**src/reset_seq_pkg.sv**
```systemverilog
// Constants, register map and state encoding of the power-up reset sequencer
package reset_seq_pkg;
	// Register indices; byte address is four times the index
	localparam logic [9:0] PWR_CTRL_IDX    = 10'h08e;
	localparam logic [9:0] CORE_STAT_IDX   = 10'h08f;
	// Power control field positions
	localparam int BOR_N_BIT      = 0;
	localparam int POR_N_BIT      = 1;
	localparam int SW_BOR_EN_BIT  = 4;
	// Core status field positions
	localparam int SLEEP_FLAG_BIT = 3;
	localparam int TIMEOUT_BIT    = 4;
	// Reset values of flags
	localparam logic SW_BOR_EN_RST = 1'b1;
	localparam logic BOR_N_RST     = 1'b0;
	localparam logic POR_N_RST     = 1'b0;
	localparam logic TIMEOUT_RST   = 1'b1;
	localparam logic SLEEP_RST     = 1'b1;
	// Brown-out mode field encodings
	localparam logic [1:0] BOR_ALWAYS   = 2'h3;
	localparam logic [1:0] BOR_AWAKE    = 2'h2;
	localparam logic [1:0] BOR_SOFTWARE = 2'h1;
	localparam logic [1:0] BOR_OFF      = 2'h0;
	// Oscillator mode encodings
	localparam logic [2:0] OSC_LP       = 3'h0;
	localparam logic [2:0] OSC_XT       = 3'h1;
	localparam logic [2:0] OSC_HS       = 3'h2;
	localparam logic [2:0] OSC_EXT_CLK  = 3'h3;
	// Timing: power-up delay in the low-frequency oscillator domain
	localparam int CLOCK_MHZ         = 100;
	localparam int POWER_UP_DELAY_TIMER_MS           = 64;
	localparam int LF_OSC_HZ         = 31000;
	localparam int POWER_UP_DELAY_TIMER_LF_CYCLES    = POWER_UP_DELAY_TIMER_MS * LF_OSC_HZ / 1000;
	localparam int OST_PERIODS       = 1024;
	localparam int BOR_MIN_NS        = 100;
	localparam int BOR_MIN_CYCLES    = (BOR_MIN_NS * CLOCK_MHZ + 999) / 1000;
	// AXI responses
	localparam logic [1:0] RESP_OKAY   = 2'h0;
	localparam logic [1:0] RESP_SLVERR = 2'h2;

	typedef enum logic [1:0] {
		ST_HOLD = 2'b00,
		ST_POWER_UP_DELAY_TIMER = 2'b01,
		ST_OST  = 2'b10,
		ST_RUN  = 2'b11
	} seq_state_t;
endpackage

```
**src/reset_sequencer.sv**
```systemverilog
// Power-up, brown-out and reset-cause sequencer with an AXI4-Lite register slave
`timescale 1ns/1ps

// Behaviour
// RL1: Power-on or brown-out reset holds the chip through a nominal 64 ms delay.
// RL2: The power-up delay counts ticks of the 31 kHz low-frequency oscillator.
// RL3: Internal reset stays asserted while the power-up delay runs.
// RL4: Power-up delay disable configuration bit: set disables, cleared enables.
// RL5: Configuring party should enable the delay whenever brown-out reset is used.
// RL6: Brown-out mode 01 follows the software brown-out enable bit.
// RL7: Mode 10 disables brown-out detection asleep; software bit has no effect.
// RL8: Mode decode: 11 on, 10 awake only, 01 software, 00 off.
// RL9: Supply below threshold longer than minimum duration causes brown-out reset.
// RL10: Stay in reset until supply recovers, then run the delay if enabled.
// RL11: Brown-out during the delay returns to reset and restarts the delay.
// RL12: Order is power-on end, power-up delay, then oscillator start-up count.
// RL13: External clock with delay disabled leaves reset without any delay.
// RL14: Delays run independently of the clear pin; release starts execution at once.
// RL15: Crystal modes add 1024 oscillator periods after power-up, brown-out, wake.
// RL16: Power control bit 0 is the active-low brown-out flag, set by software.
// RL17: With brown-out off the brown-out flag value is a don't-care.
// RL18: Power control bit 1 is the active-low power-on flag, set by software.
// RL19: Flags encode cause: power-on, brown-out, watchdog reset, watchdog wake, sleep clear.
// RL20: Delay is a counter of slow oscillator cycles restarted on any reset source; the code restarts it only on power-on and brown-out.
module reset_sequencer
	import reset_seq_pkg::*;
#(
	parameter int POWER_UP_DELAY_TIMER_COUNT = reset_seq_pkg::POWER_UP_DELAY_TIMER_LF_CYCLES,
	parameter int OST_COUNT  = reset_seq_pkg::OST_PERIODS,
	parameter int BOR_CYCLES = reset_seq_pkg::BOR_MIN_CYCLES
) (
	input  wire logic        clock,
	input  wire logic        rst,
	input  wire logic        por_pulse,
	input  wire logic        supply_below,
	input  wire logic        master_clear_pin_n,
	input  wire logic        wdt_timeout,
	input  wire logic        asleep,
	input  wire logic        wake_int,
	input  wire logic        lf_tick,
	input  wire logic        osc_tick,
	input  wire logic [1:0]  brown_out_mode_select,
	input  wire logic        power_up_delay_disable_cfg,
	input  wire logic [2:0]  osc_mode,
	output logic             core_reset,
	output logic             core_stall,
	output logic             bor_detect_en,
	input  wire logic [11:0] s_axi_awaddr,
	input  wire logic        s_axi_awvalid,
	output logic             s_axi_awready,
	input  wire logic [31:0] s_axi_wdata,
	input  wire logic [3:0]  s_axi_wstrb,
	input  wire logic        s_axi_wvalid,
	output logic             s_axi_wready,
	output logic [1:0]       s_axi_bresp,
	output logic             s_axi_bvalid,
	input  wire logic        s_axi_bready,
	input  wire logic [11:0] s_axi_araddr,
	input  wire logic        s_axi_arvalid,
	output logic             s_axi_arready,
	output logic [31:0]      s_axi_rdata,
	output logic [1:0]       s_axi_rresp,
	output logic             s_axi_rvalid,
	input  wire logic        s_axi_rready
);
	import reset_seq_pkg::*;

	typedef struct packed {
		seq_state_t  state;
		logic [11:0] power_up_delay_timer_cnt;
		logic [11:0] ost_cnt;
		logic [7:0]  bor_cnt;
		logic        bor_trip;
		logic        power_up;
		logic        wake_ost;
		logic        core_reset;
		logic        core_stall;
		logic        bor_en;
		logic        por_n;
		logic        bor_n;
		logic        sw_bor_en;
		logic        timeout;
		logic        sleep_flag;
		logic        aw_got;
		logic [9:0]  aw_idx;
		logic        w_got;
		logic [7:0]  w_byte;
		logic        w_lane;
		logic        awready;
		logic        wready;
		logic        bvalid;
		logic [1:0]  bresp;
		logic        arready;
		logic        rvalid;
		logic [31:0] rdata;
		logic [1:0]  rresp;
	} seq_regs_t;

	seq_regs_t s_q;
	seq_regs_t s_d;

	// Crystal modes need an oscillator start-up count
	function automatic logic is_crystal(input logic [2:0] mode);
		return (mode == OSC_LP) || (mode == OSC_XT) || (mode == OSC_HS);
	endfunction

	// Brown-out detector enable from the mode field
	function automatic logic bor_enable(input logic [1:0] mode, input logic sleep,
			input logic sw);
		case (mode)
			BOR_ALWAYS:   return 1'b1;
			BOR_AWAKE:    return !sleep;
			BOR_SOFTWARE: return sw;
			default:      return 1'b0;
		endcase
	endfunction

	// Word index from a byte address
	function automatic logic [9:0] word_idx(input logic [11:0] addr);
		return addr[11:2];
	endfunction

	logic wake_event;
	logic wdt_reset;
	logic wdt_wake;
	logic sleep_clear;
	logic bor_rise;
	logic delay_src;
	logic wr_fire;
	logic hw_por_clr;
	logic hw_bor_clr;

	// Sequencer, flags and bus slave next state
	always_comb begin
		s_d = s_q;
		wdt_reset = wdt_timeout && !asleep;
		wdt_wake = wdt_timeout && asleep;
		sleep_clear = !master_clear_pin_n && asleep;
		wake_event = asleep && (wake_int || wdt_wake);

		// Detector enable is registered so the mode decode has one cycle of latency
		s_d.bor_en = bor_enable(brown_out_mode_select, asleep, s_q.sw_bor_en); // RL6 RL7 RL8

		// Qualify a low supply over the minimum duration before tripping
		if (s_q.bor_en && supply_below) begin
			if (s_q.bor_cnt >= 8'(BOR_CYCLES - 1))
				s_d.bor_trip = 1'b1; // RL9
			else
				s_d.bor_cnt = s_q.bor_cnt + 8'h01;
		end else begin
			s_d.bor_cnt = 8'h00;
		end
		// Trip holds until the supply rises back above the threshold
		if (s_q.bor_trip && !supply_below)
			s_d.bor_trip = 1'b0; // RL10
		bor_rise = s_d.bor_trip && !s_q.bor_trip;
		delay_src = por_pulse || s_d.bor_trip;

		// Delay sequence: hold, power-up delay, start-up count, run
		case (s_q.state)
			ST_HOLD: begin
				s_d.power_up_delay_timer_cnt = 12'h000; // RL20
				s_d.ost_cnt = 12'h000;
				if (!delay_src) begin
					if (s_q.power_up && !power_up_delay_disable_cfg)
						s_d.state = ST_POWER_UP_DELAY_TIMER; // RL4 RL10 RL12
					else if (s_q.power_up && is_crystal(osc_mode))
						s_d.state = ST_OST; // RL15
					else
						s_d.state = ST_RUN; // RL13
				end
			end
			ST_POWER_UP_DELAY_TIMER: begin
				if (delay_src) begin
					s_d.state = ST_HOLD; // RL11
					s_d.power_up_delay_timer_cnt = 12'h000;
				end else if (lf_tick) begin
					// Counts slow oscillator ticks only, never the system clock
					if (s_q.power_up_delay_timer_cnt == 12'(POWER_UP_DELAY_TIMER_COUNT - 1))
						s_d.state = is_crystal(osc_mode) ? ST_OST : ST_RUN; // RL1 RL2 RL12
					else
						s_d.power_up_delay_timer_cnt = s_q.power_up_delay_timer_cnt + 12'h001;
				end
			end
			ST_OST: begin
				if (delay_src) begin
					s_d.state = ST_HOLD;
				end else if (osc_tick) begin
					if (s_q.ost_cnt == 12'(OST_COUNT - 1))
						s_d.state = ST_RUN; // RL15
					else
						s_d.ost_cnt = s_q.ost_cnt + 12'h001;
				end
			end
			ST_RUN: begin
				if (delay_src)
					s_d.state = ST_HOLD;
			end
			default: s_d.state = ST_HOLD;
		endcase
		// Power-up case remembered so clear-pin and watchdog resets skip the delays
		if (delay_src)
			s_d.power_up = 1'b1; // RL1
		else if (s_d.state == ST_RUN)
			s_d.power_up = 1'b0;

		// Wake from sleep in crystal mode stalls the core for the start-up count
		if (delay_src) begin
			s_d.wake_ost = 1'b0;
		end else if (s_q.wake_ost) begin
			if (osc_tick && s_q.ost_cnt == 12'(OST_COUNT - 1))
				s_d.wake_ost = 1'b0; // RL15
			else if (osc_tick)
				s_d.ost_cnt = s_q.ost_cnt + 12'h001;
		end else if (s_q.state == ST_RUN && wake_event && is_crystal(osc_mode)) begin
			s_d.wake_ost = 1'b1;
			s_d.ost_cnt = 12'h000;
		end
		s_d.core_stall = s_d.wake_ost;

		// Delays run from power-on regardless of the pin; pin only gates the release
		s_d.core_reset = (s_d.state != ST_RUN) || !master_clear_pin_n || wdt_reset; // RL3 RL14

		// AXI write address and data are accepted in either order
		if (s_q.awready && s_axi_awvalid) begin
			s_d.aw_got = 1'b1;
			s_d.aw_idx = word_idx(s_axi_awaddr);
		end
		if (s_q.wready && s_axi_wvalid) begin
			s_d.w_got = 1'b1;
			s_d.w_byte = s_axi_wdata[7:0];
			s_d.w_lane = s_axi_wstrb[0];
		end
		wr_fire = s_q.aw_got && s_q.w_got && !s_q.bvalid;
		if (wr_fire) begin
			s_d.aw_got = 1'b0;
			s_d.w_got = 1'b0;
			s_d.bvalid = 1'b1;
			s_d.bresp = (s_q.aw_idx == PWR_CTRL_IDX || s_q.aw_idx == CORE_STAT_IDX) ?
				RESP_OKAY : RESP_SLVERR;
		end else if (s_q.bvalid && s_axi_bready) begin
			s_d.bvalid = 1'b0;
		end

		// Software writes to power control; only low byte lane carries data
		if (wr_fire && s_q.aw_idx == PWR_CTRL_IDX && s_q.w_lane) begin
			s_d.por_n = s_q.w_byte[POR_N_BIT]; // RL18
			s_d.bor_n = s_q.w_byte[BOR_N_BIT]; // RL16
			s_d.sw_bor_en = s_q.w_byte[SW_BOR_EN_BIT]; // RL6
		end

		// Hardware cause recording; these come last so a hardware clear beats a software write
		hw_por_clr = por_pulse;
		hw_bor_clr = bor_rise && !por_pulse;
		if (hw_por_clr) begin
			s_d.por_n = 1'b0; // RL18 RL19
			s_d.timeout = 1'b1;
			s_d.sleep_flag = 1'b1;
		end else if (hw_bor_clr) begin
			s_d.bor_n = 1'b0; // RL16 RL19
			s_d.timeout = 1'b1;
			s_d.sleep_flag = 1'b1;
		end else if (wdt_wake) begin
			s_d.timeout = 1'b0; // RL19
			s_d.sleep_flag = 1'b0;
		end else if (wdt_reset) begin
			s_d.timeout = 1'b0; // RL19
		end else if (sleep_clear) begin
			s_d.timeout = 1'b1; // RL19
			s_d.sleep_flag = 1'b0;
		end

		// Read channel; data sampled at the address handshake
		if (s_q.arready && s_axi_arvalid) begin
			s_d.rvalid = 1'b1;
			s_d.rdata = 32'h0000_0000;
			s_d.rresp = RESP_OKAY;
			case (word_idx(s_axi_araddr))
				PWR_CTRL_IDX: begin
					s_d.rdata[POR_N_BIT] = s_q.por_n;
					s_d.rdata[BOR_N_BIT] = s_q.bor_n; // RL17
					s_d.rdata[SW_BOR_EN_BIT] = s_q.sw_bor_en;
				end
				CORE_STAT_IDX: begin
					s_d.rdata[TIMEOUT_BIT] = s_q.timeout;
					s_d.rdata[SLEEP_FLAG_BIT] = s_q.sleep_flag;
				end
				default: s_d.rresp = RESP_SLVERR;
			endcase
		end else if (s_q.rvalid && s_axi_rready) begin
			s_d.rvalid = 1'b0;
		end

		// Readies registered from next state so outputs come from flops
		s_d.awready = !s_d.aw_got && !s_d.bvalid;
		s_d.wready = !s_d.w_got && !s_d.bvalid;
		s_d.arready = !s_d.rvalid;
	end

	// State register with synchronous reset
	always_ff @(posedge clock) begin
		if (rst) begin
			s_q <= '0;
			s_q.state <= ST_HOLD;
			s_q.power_up <= 1'b1;
			s_q.core_reset <= 1'b1;
			s_q.por_n <= POR_N_RST;
			s_q.bor_n <= BOR_N_RST;
			s_q.sw_bor_en <= SW_BOR_EN_RST;
			s_q.timeout <= TIMEOUT_RST;
			s_q.sleep_flag <= SLEEP_RST;
		end else begin
			s_q <= s_d;
		end
	end

	assign core_reset    = s_q.core_reset;
	assign core_stall    = s_q.core_stall;
	assign bor_detect_en = s_q.bor_en;
	assign s_axi_awready = s_q.awready;
	assign s_axi_wready  = s_q.wready;
	assign s_axi_bvalid  = s_q.bvalid;
	assign s_axi_bresp   = s_q.bresp;
	assign s_axi_arready = s_q.arready;
	assign s_axi_rvalid  = s_q.rvalid;
	assign s_axi_rdata   = s_q.rdata;
	assign s_axi_rresp   = s_q.rresp;
endmodule // reset_sequencer
```
**config.mk**
```make
export PLATFORM = sky130hd
export DESIGN_NAME = reset_sequencer
export DESIGN_NICKNAME = d
export VERILOG_FILES = /design/src/reset_seq_pkg.sv /design/src/reset_sequencer.sv
export SDC_FILE = /design/constraint.sdc
export NUM_CORES = 1
export LEC_CHECK = 0
export CORE_ASPECT_RATIO = 1.1
export CORE_UTILIZATION = 60
export CTS_BUF_LIST = sky130_fd_sc_hd__clkbuf_16
export DETAILED_ROUTE_END_ITERATION = 12
export DONT_BUFFER_PORTS = 1
export PLACE_DENSITY = 0.84
export SLEW_MARGIN = 20
export SYNTH_ARGS = -nofsm -noshare
export SYNTH_HDL_FRONTEND = slang
export SYNTH_SLANG_ARGS = --single-unit
```
**constraint.sdc**
```tcl
create_clock -name clock -period 2.5 [get_ports clock]
set_clock_uncertainty 0.05 [all_clocks]
set_input_delay 0.25 -clock clock [delete_from_list [all_inputs] [get_ports clock]]
set_output_delay 0.25 -clock clock [all_outputs]
set_load 0.01 [all_outputs]
```
==> results of run 1 <==
## power breakdown
part,switching [mW],internal (mW)
Sequential,0.0286,1.16
Combinational,0.113,0.0588
Clock,0.477,0.966
## state kept, by name, summed over array words and instances (netlist names)
name / cells
s_axi_rvalid: 1
s_axi_arready: 1
s_axi_awready: 1
s_axi_rdata: 4
core_reset: 1
core_stall: 1
bor_detect_en: 1
s_axi_rresp: 1
s_q: 57
s_axi_wready: 1
s_axi_bresp: 1
s_axi_bvalid: 1
## cell type report
class	instances	area, µm²
sequential	71	1421
inverter	10	37.54
clock inverter	6	110.1
multi-input combinational	323	1828
tap	75	93.84
clock buffer	9	225.2
timing repair buffer	20	170.2
fill	430	1614
## cells in the mapped netlist (2+ instances only)
cell type	n	area share [%]
nand2_1	54	5.8
a211oi_1	3	0.64
and3_1	7	1.3
nor2_1	43	4.6
nand2b_1	5	0.90
buf_4	36	7.7
nand3_1	24	3.4
a211o_1	3	0.75
clkbuf_1	10	1.1
inv_1	10	1.1
or2_2	2	0.36
o21ai_0	11	1.6
ha_1	5	1.8
xor2_1	12	3.0
a22oi_1	4	0.86
mux2i_1	2	0.57
xnor2_1	5	1.3
nor2b_1	4	0.72
nand4_1	6	1.1
a21oi_1	34	4.9
nor4_1	4	0.72
and2_1	7	1.3
or3_1	2	0.36
nand3b_1	3	0.64
nor3_1	13	1.9
nor3b_1	3	0.64
o211ai_1	2	0.43
dfxtp_1	71	41
a31oi_1	5	0.90
## repair_timing
| action | CTS | global route |
|---|---|---|
| resized for setup | 0 | 1 |
| hold endpoints to repair | 35 | 0 |
| pin swaps | 1 | 1 |
| hold buffers | 4 | 0 |
| buffers inserted | 0 | 1 |
| endpoints found under the setup margin | 1 | 4 |
## worst max-delay path: cells and delay by family (launching register included)
family | cells | cell delay, ps
AOI/OAI and AO/OA | 4 | 1190
and+or+nand+nor | 2 | 730
DFF | 1 | 300
## metal layers
layer / track usage (%) / routed length, µm / up-vias
met3: 7.485 / 556 / 15
li1: - / - / 1442
met5: 0 / 0 / -
met2: 44.41 / 3883 / 118
met1: 29.91 / 3258 / 1432
met4: 13.58 / 160 / 0
## kinds of logic after synthesis
group                      synth area share, %
buffers and inverters                    10.14
other                                   0.1074
AOI/OAI and AO/OA                        15.62
muxes                                   0.8957
xor gates and xnor gates                 4.264
adders and majority gates                1.791
DFF                                      40.70
and+or+nand+nor                          26.48
## per-stage QoR
step | util (%) | hold slack (ps)
global placement | 63.47 | 276.9
global route | 70.66 | 10.17
detailed placement | 63.47 | 277.8
CTS | 70.47 | 0.4388
floorplan | - | 279.3
finish | 70.66 | -0.5300
## final timing paths
| kind | startpoint | to | cells after the start |
|---|---|---|---|
| hold reg to reg | s_q[51] | s_q[51] | 2 |
| setup / recovery | s_q[80] | s_q[90] | 6 |
| setup reg to reg | s_q[80] | s_q[90] | 6 |
| hold / removal | rst | s_q[71] | 2 |
## cells in the final DEF, fill, tap and decap left out, types with 5 or more instances in the layout
cell type	Yosys	routed
a31oi_1	5	5
ha_1	5	5
nand3_1	24	24
nor2_1	43	43
buf_4	36	16
o21ai_0	11	11
nand2_1	54	53
nand2b_1	5	5
xnor2_1	5	5
nor3_1	13	13
dfxtp_1	71	71
nand4_1	6	6
and2_1	7	7
conb_1	1	30
a21oi_1	34	34
clkbuf_16	0	9
and3_1	7	7
inv_1	10	10
xor2_1	12	12
==> results.cfg, run 1 <==
[run_status]
status = finished, violations left
violations = negative hold slack

[clock_network]
cts_sinks = 71
htreeDepth = 3
clk_path_buf_depth = 2
insertion_delay_ps = 330
cts_buffers = 9
cts.clk_slew.worst_paths_ps = 60
cts_tree = done
cts_root_buffer = clkbuf_16

[route]
dr_total_vias = 3007
drt-total-wl_um = 7859
final_antenna_net_count = 0
firstDrtPassIters = 4
vias_per_cell = 5.850
post_drt_wl_per_cell_um = 15.29
drt_iter0_markers = 211
drc = 0

[setup_path]
critPathSlowestCell = or4_4
crit_type = register to register
cp_cell_sequence = or4_4 -> a211o_4 -> a211oi_4 -> nand4_1 -> o21ba_1 -> a2111oi_2
cp.required_ps = 2670
critPathArrivalTime_ps = 2550
start_kind = register
worstPathMaxFanout = 5
regToRegSetupSlack_ps = 120
cp-end-kind = register
slowest_delay_ps = 550

[sta]
min_period_ps = 2379
slew_headroom_pct = 60.78
fin_ws_ps = 120.7
fmax_mhz = 420.3
fin_setup_tns_ps = 0
worstMarginPinSlew_ps = 580.6
hold_viol = 1
finalCritPeriodShare_pct = 95.17
fin_hold_ws_ps = -0.5300
setup_viol_count_final = 0
slew_viol_final = 0
rsz0062_at_grt = no

[global_routing]
grt.total_usage_pct = 26.27
grt_pass1_wl_um = 12410
antenna_found_initial = 0
grt_overflow = 0
grt_pass1_vias = 2835
grt_max_degree = 36

[cells_and_area]
syn_to_final_growth_pct = 11.29
layout-drive-gt1-share_pct = 10.02
final_cells = 514
final_area_mm2 = 0.003886
antenna_cells = 0
final_net_count = 521

[synthesis]
seq_area_frac_synth_pct = 40.70
yosys_warnings = 0
netlist_area_mm2 = 0.003492
ys.flop_type = dfxtp_1
synth-edff-count = 0
syn_inst = 423
async_reset_ff_share_pct = 0
avgSynthCellArea_um2 = 8.256
yosys_register_bits = 71
yosysUniqueCellTypes = 62

[flow_run]
maxCapViolations = 0

[die]
fp.coreArea_mm2 = 0.005500
io_pins = 125
die_area_mm2 = 0.006130
die_w_um = 74.74
die_h_um = 82.02
rows = 28
initial_core_util_pct = 63.49

[pwr]
ir_worst_vdd_mv = 0.6674
p_total_mw = 2.806
p_per_area_mw_per_mm2 = 722.1
power.static_leakage_nw = 1.459

[placement]
gp_congestion = 0.8603
dp.cells = 494
io_buffer_count = 0
post-place-ws_ps = 24.73
place.detailed.hpwl_um = 5199
placed_area_mm2 = 0.003491

[min_path]
holdCritPathClass = input pin to register
Power figures use the tool's default switching activity.
==> run 2: changes to the inputs <==
--- a/config.mk
+++ b/config.mk
@@ -9,3 +9,3 @@
 export CORE_UTILIZATION = 60
-export CTS_BUF_LIST = sky130_fd_sc_hd__clkbuf_16
+export CTS_CLUSTER_SIZE = 14
 export DETAILED_ROUTE_END_ITERATION = 12
--- a/constraint.sdc
+++ b/constraint.sdc
@@ -4,2 +4,2 @@
 set_output_delay 0.25 -clock clock [all_outputs]
-set_load 0.01 [all_outputs]
+set_load 0.05 [all_outputs]
==> results.cfg, run 2 (synthesized netlist as in run 1, its figures left out) <==
[setup_path]
critPathSlowestCell = or4_4
crit_family = compound AO/OA/AOI/OAI gates
cp_cell_sequence = or4_4 -> a211o_4 -> a211oi_4 -> nand4_1 -> o21ba_1 -> a2111oi_2
cp-end-kind = register
worstPathMaxFanout = 6
crit_buf_inv = 0
crit_type = register to register
slowest_delay_ps = 550
start_kind = register
cp.required_ps = 2690
critPathArrivalTime_ps = 2570

[route]
dr_total_vias = 3107
vias_per_cell = 5.929
final_antenna_net_count = 0
firstDrtPassIters = 4
drt-total-wl_um = 8330
drc = 0
post_drt_wl_per_cell_um = 15.90
drt_iter0_markers = 273

[run_status]
status = finished clean

[global_routing]
antenna_found_initial = 0
grt_max_degree = 38
grt.total_usage_pct = 28.29
grt_pass1_vias = 2899
grt_overflow = 0
grt_pass1_wl_um = 13170

[die]
initial_core_util_pct = 63.49
die_h_um = 82.02
io_pins = 125
fp.coreArea_mm2 = 0.005500
die_area_mm2 = 0.006130
die_w_um = 74.74
rows = 28

[clock_network]
cts_buffers = 9
htreeDepth = 3
cts_sinks = 71
cts_tree = done
cts_root_buffer = clkbuf_8
insertion_delay_ps = 350
clk_path_buf_depth = 2
cts.clk_slew.worst_paths_ps = 80

[flow_run]
maxCapViolations = 0

[sta]
finalCritPeriodShare_pct = 94.98
slew_viol_final = 0
min_period_ps = 2375
fin_ws_ps = 125.4
setup_viol_count_final = 0
hold_viol = 0
rsz0062_at_grt = yes
fmax_mhz = 421.1
slew_headroom_pct = 54.25
worstMarginPinSlew_ps = 685.3

[cells_and_area]
regArea_mm2 = 0.001423
layout-drive-gt1-share_pct = 10.02
final_area_mm2 = 0.003862
fillers = 385
layout_commonest_cell = dfxtp_1
syn_to_final_growth_pct = 10.61
largest_reg_flops = 57
multiInputGateArea_mm2 = 0.001836
layout.cells.most_common_list = dfxtp_1 (70), nand2_1 (54), nor2_1 (43)
top_register = s_q
final_net_count = 530
antenna_cells = 0

[placement]
post-place-ws_ps = 126.3
placed_area_mm2 = 0.003468
io_buffer_count = 0
gp_congestion = 0.8906
place.detailed.hpwl_um = 5282

[pwr]
p_total_mw = 2.424
ir_worst_vdd_mv = 0.6138
p_per_area_mw_per_mm2 = 627.5
power.static_leakage_nw = 1.434

[min_path]
holdCritPathClass = input pin to register
## run 2: cell types whose count changed in the layout (fill, tap and decap cells not counted), sizes merged
cell         delta
clkinv          -1
dlygate4sd3    +12
clkinvlp        +1
buf             -3
bufinv          -2
inv             +2
clkbuf          +1
## run 2: path summary, 6_finish.rpt
kind,slack (ps),endpoint,start,depth (start not counted)
worst min register to register,420,s_q[53],s_q[53],2
worst min-delay path,8,s_q[43],s_axi_wdata[1],2
worst max-delay path,130,s_q[90],s_q[80],6
worst max register to register,130,s_q[90],s_q[80],6
## run 2: worst reg2reg max path: cells and delay by family (launching register included)
kind,cells,cell delay [ps]
AOI/OAI and AO/OA,4,1190
and+or+nand+nor,2,730
DFF,1,310
## run 2: metrics by stage
| step | TNS (ps) | cells | util [%] | hold WS [ps] |
|---|---|---|---|---|
| 2_1_floorplan | 0 | 452 | - | 279.3 |
| 3_3_place_gp | 0 | 491 | 63.06 | 278.4 |
| 3_5_place_dp | 0 | 491 | 63.06 | 277.5 |
| 4_1_cts | 0 | 522 | 69.70 | 1.877 |
| 5_1_grt | -11.73 | 524 | 70.22 | 1.461 |
| 6_report | 0 | 524 | 70.22 | 8.134 |
## run 2: cell type report
class                   instances  share of cell area (%)
clock buffers                  10                   3.563
clock inverters                 6                   1.749
inverters                      10                  0.9718
multi-input cells             323                   47.52
flip-flops and latches         71                   36.83
well taps                      75                   2.430
repair buffers                 29                   6.932
## run 2: power by group
group	switching (mW)	internal, mW	leakage, nW	total (mW)
Clock	0.442	0.493	0.0993	0.935
Combinational	0.206	0.0722	0.758	0.279
Sequential	0.0505	1.16	0.577	1.21
Total	0.699	1.72	1.43	2.42
## run 2: routing by layer
metal / GRT usage (%) / wire length (µm) / vias up
met4: 10.38 / 191 / 0
met5: 0 / 0 / -
met2: 48.47 / 4189 / 165
met1: 32.36 / 3235 / 1463
li1: - / - / 1458
met3: 9.693 / 715 / 21
## run 2: timing repair
action,4_1_cts,5_1_grt
setup endpoints to repair,0,4
endpoints found under the hold margin,39,1
setup buffers,0,1
hold buffers,15,1
resized for setup,0,3
==> run 3: changes to the inputs <==
- GPL_ROUTABILITY_DRIVEN: unset -> 0
- clock period: 2.5 -> 2.9 ns (I/O delays scaled with it)
==> results.cfg, run 3 (synthesized netlist as in run 1, its figures left out) <==
[cells_and_area]
layout-drive-gt1-share_pct = 8.121
top_register = s_q
syn_to_final_growth_pct = 6.664
layout.cells.most_common_list = dfxtp_1 (71), nand2_1 (54), nor2_1 (43)
final_area_mm2 = 0.003725
largest_reg_flops = 57
final_net_count = 512
final_cells = 506
antenna_cells = 0
layout_commonest_cell = dfxtp_1

[sta]
setup_viol_count_final = 0
fmax_mhz = 402.7
slew_headroom_pct = 44.87
fin_ws_ps = 416.9
finalCritPeriodShare_pct = 85.62
worstMarginPinSlew_ps = 826.1
slew_viol_final = 0
hold_viol = 0
min_period_ps = 2483
rsz0062_at_grt = no
fin_setup_tns_ps = 0

[die]
rows = 28
die_h_um = 82.02
fp.coreArea_mm2 = 0.005500
io_pins = 125
die_w_um = 74.74
initial_core_util_pct = 63.49
die_area_mm2 = 0.006130

[clock_network]
insertion_delay_ps = 360
cts_root_buffer = clkbuf_8
cts_resized = 0
cts_buffers = 9
cts_tree = done
clk_path_buf_depth = 2
cts.clk_slew.worst_paths_ps = 80
htreeDepth = 3
cts_sinks = 71

[global_routing]
grt.total_usage_pct = 25.23
grt_max_degree = 36
grt_pass1_vias = 2630
grt_util_met1_pct = 29.20
antenna_found_initial = 0
grt_pass1_wl_um = 11680
grt_overflow = 0
grtUsageMet2_pct = 41.08
use_met3_pct = 10.55
grt_busiest_layer = met2

[placement]
post-place-ws_ps = 433.1
io_buffer_count = 0
placed_area_mm2 = 0.003431
place.detailed.hpwl_um = 4996
dp.cells = 486

[pwr]
ir_worst_vdd_mv = 0.6134
p_per_area_mw_per_mm2 = 598.1
power.static_leakage_nw = 1.373

[route]
dr_total_vias = 2933
drt-total-wl_um = 7224
firstDrtPassIters = 5
drc = 0
drt_iter0_markers = 204
post_drt_wl_per_cell_um = 14.28
vias_per_cell = 5.796
final_antenna_net_count = 0

[run_status]
status = finished clean

[setup_path]
cp-end-kind = register
critPathArrivalTime_ps = 2710
start_kind = register
worstPathMaxFanout = 7
cp.required_ps = 3130
crit_type = register to register

[flow_run]
maxCapViolations = 0

[min_path]
holdCritPathClass = input pin to register
run 3: changes by cell type in the layout (fill, tap and decap cells not counted), moves of 2 or more:
cell	change
clkinvlp_4	-2
dlygate4sd3_1	-12
bufinv_16	+2
buf_4	-6
run 3: cell type report:
| cell class | count | area, µm² |
|---|---|---|
| Clock buffer | 10 | 127.6 |
| Fill cell | 458 | 1775 |
| Clock inverter | 6 | 116.4 |
| Timing Repair Buffer | 11 | 102.6 |
| Sequential cell | 71 | 1421 |
| Multi-Input combinational cell | 323 | 1826 |
| Inverter | 10 | 37.54 |
| Tap cell | 75 | 93.84 |
run 3: through the flow:
step | util (%) | hold WS, ps | power, mW
6_report | 67.72 | 14.56 | 2.228
5_1_grt | 67.72 | 0.8997 | 2.305
4_1_cts | 67.54 | 0.6711 | 2.239
3_5_place_dp | 62.37 | 319.2 | 1.262
3_3_place_gp | 62.37 | 316.7 | 1.258
2_1_floorplan | - | 319.3 | 1.274
run 3: path summary, 6_finish.rpt:
| kind | startpoint | endpoint | slack [ps] | cells after the start |
|---|---|---|---|---|
| worst min register to register | s_q[46] | s_q[46] | 410 | 2 |
| worst max-delay path | s_q[80] | s_q[89] | 420 | 7 |
| worst min-delay path | s_axi_awaddr[7] | s_q[56] | 10 | 2 |
| worst max register to register | s_q[80] | s_q[89] | 420 | 7 |
run 3: report_power, final:
part | switching [mW] | internal, mW | leakage (nW)
clock network | 0.391 | 0.579 | 0.121
logic | 0.169 | 0.0471 | 0.675
registers | 0.0416 | 1.00 | 0.577
run 3: critical path, cell delays in order, from the launching register on:
cell	delay [ps]
dfxtp_1	320
or4_4	550
a211o_4	320
a211oi_4	400
buf_4	220
nand2_1	60
or3_1	370
a31oi_1	120
run 3: metal layers:
layer / up-vias / share of wire, %
met5: - / 0
li1: 1425 / -
met4: 0 / 2.3
met3: 18 / 8.5
met1: 1360 / 40
met2: 130 / 49
run 3: timing repair:
item	in CTS	in global routing
setup buffers	0	0
hold buffers	3	1
hold endpoints to repair	36	1
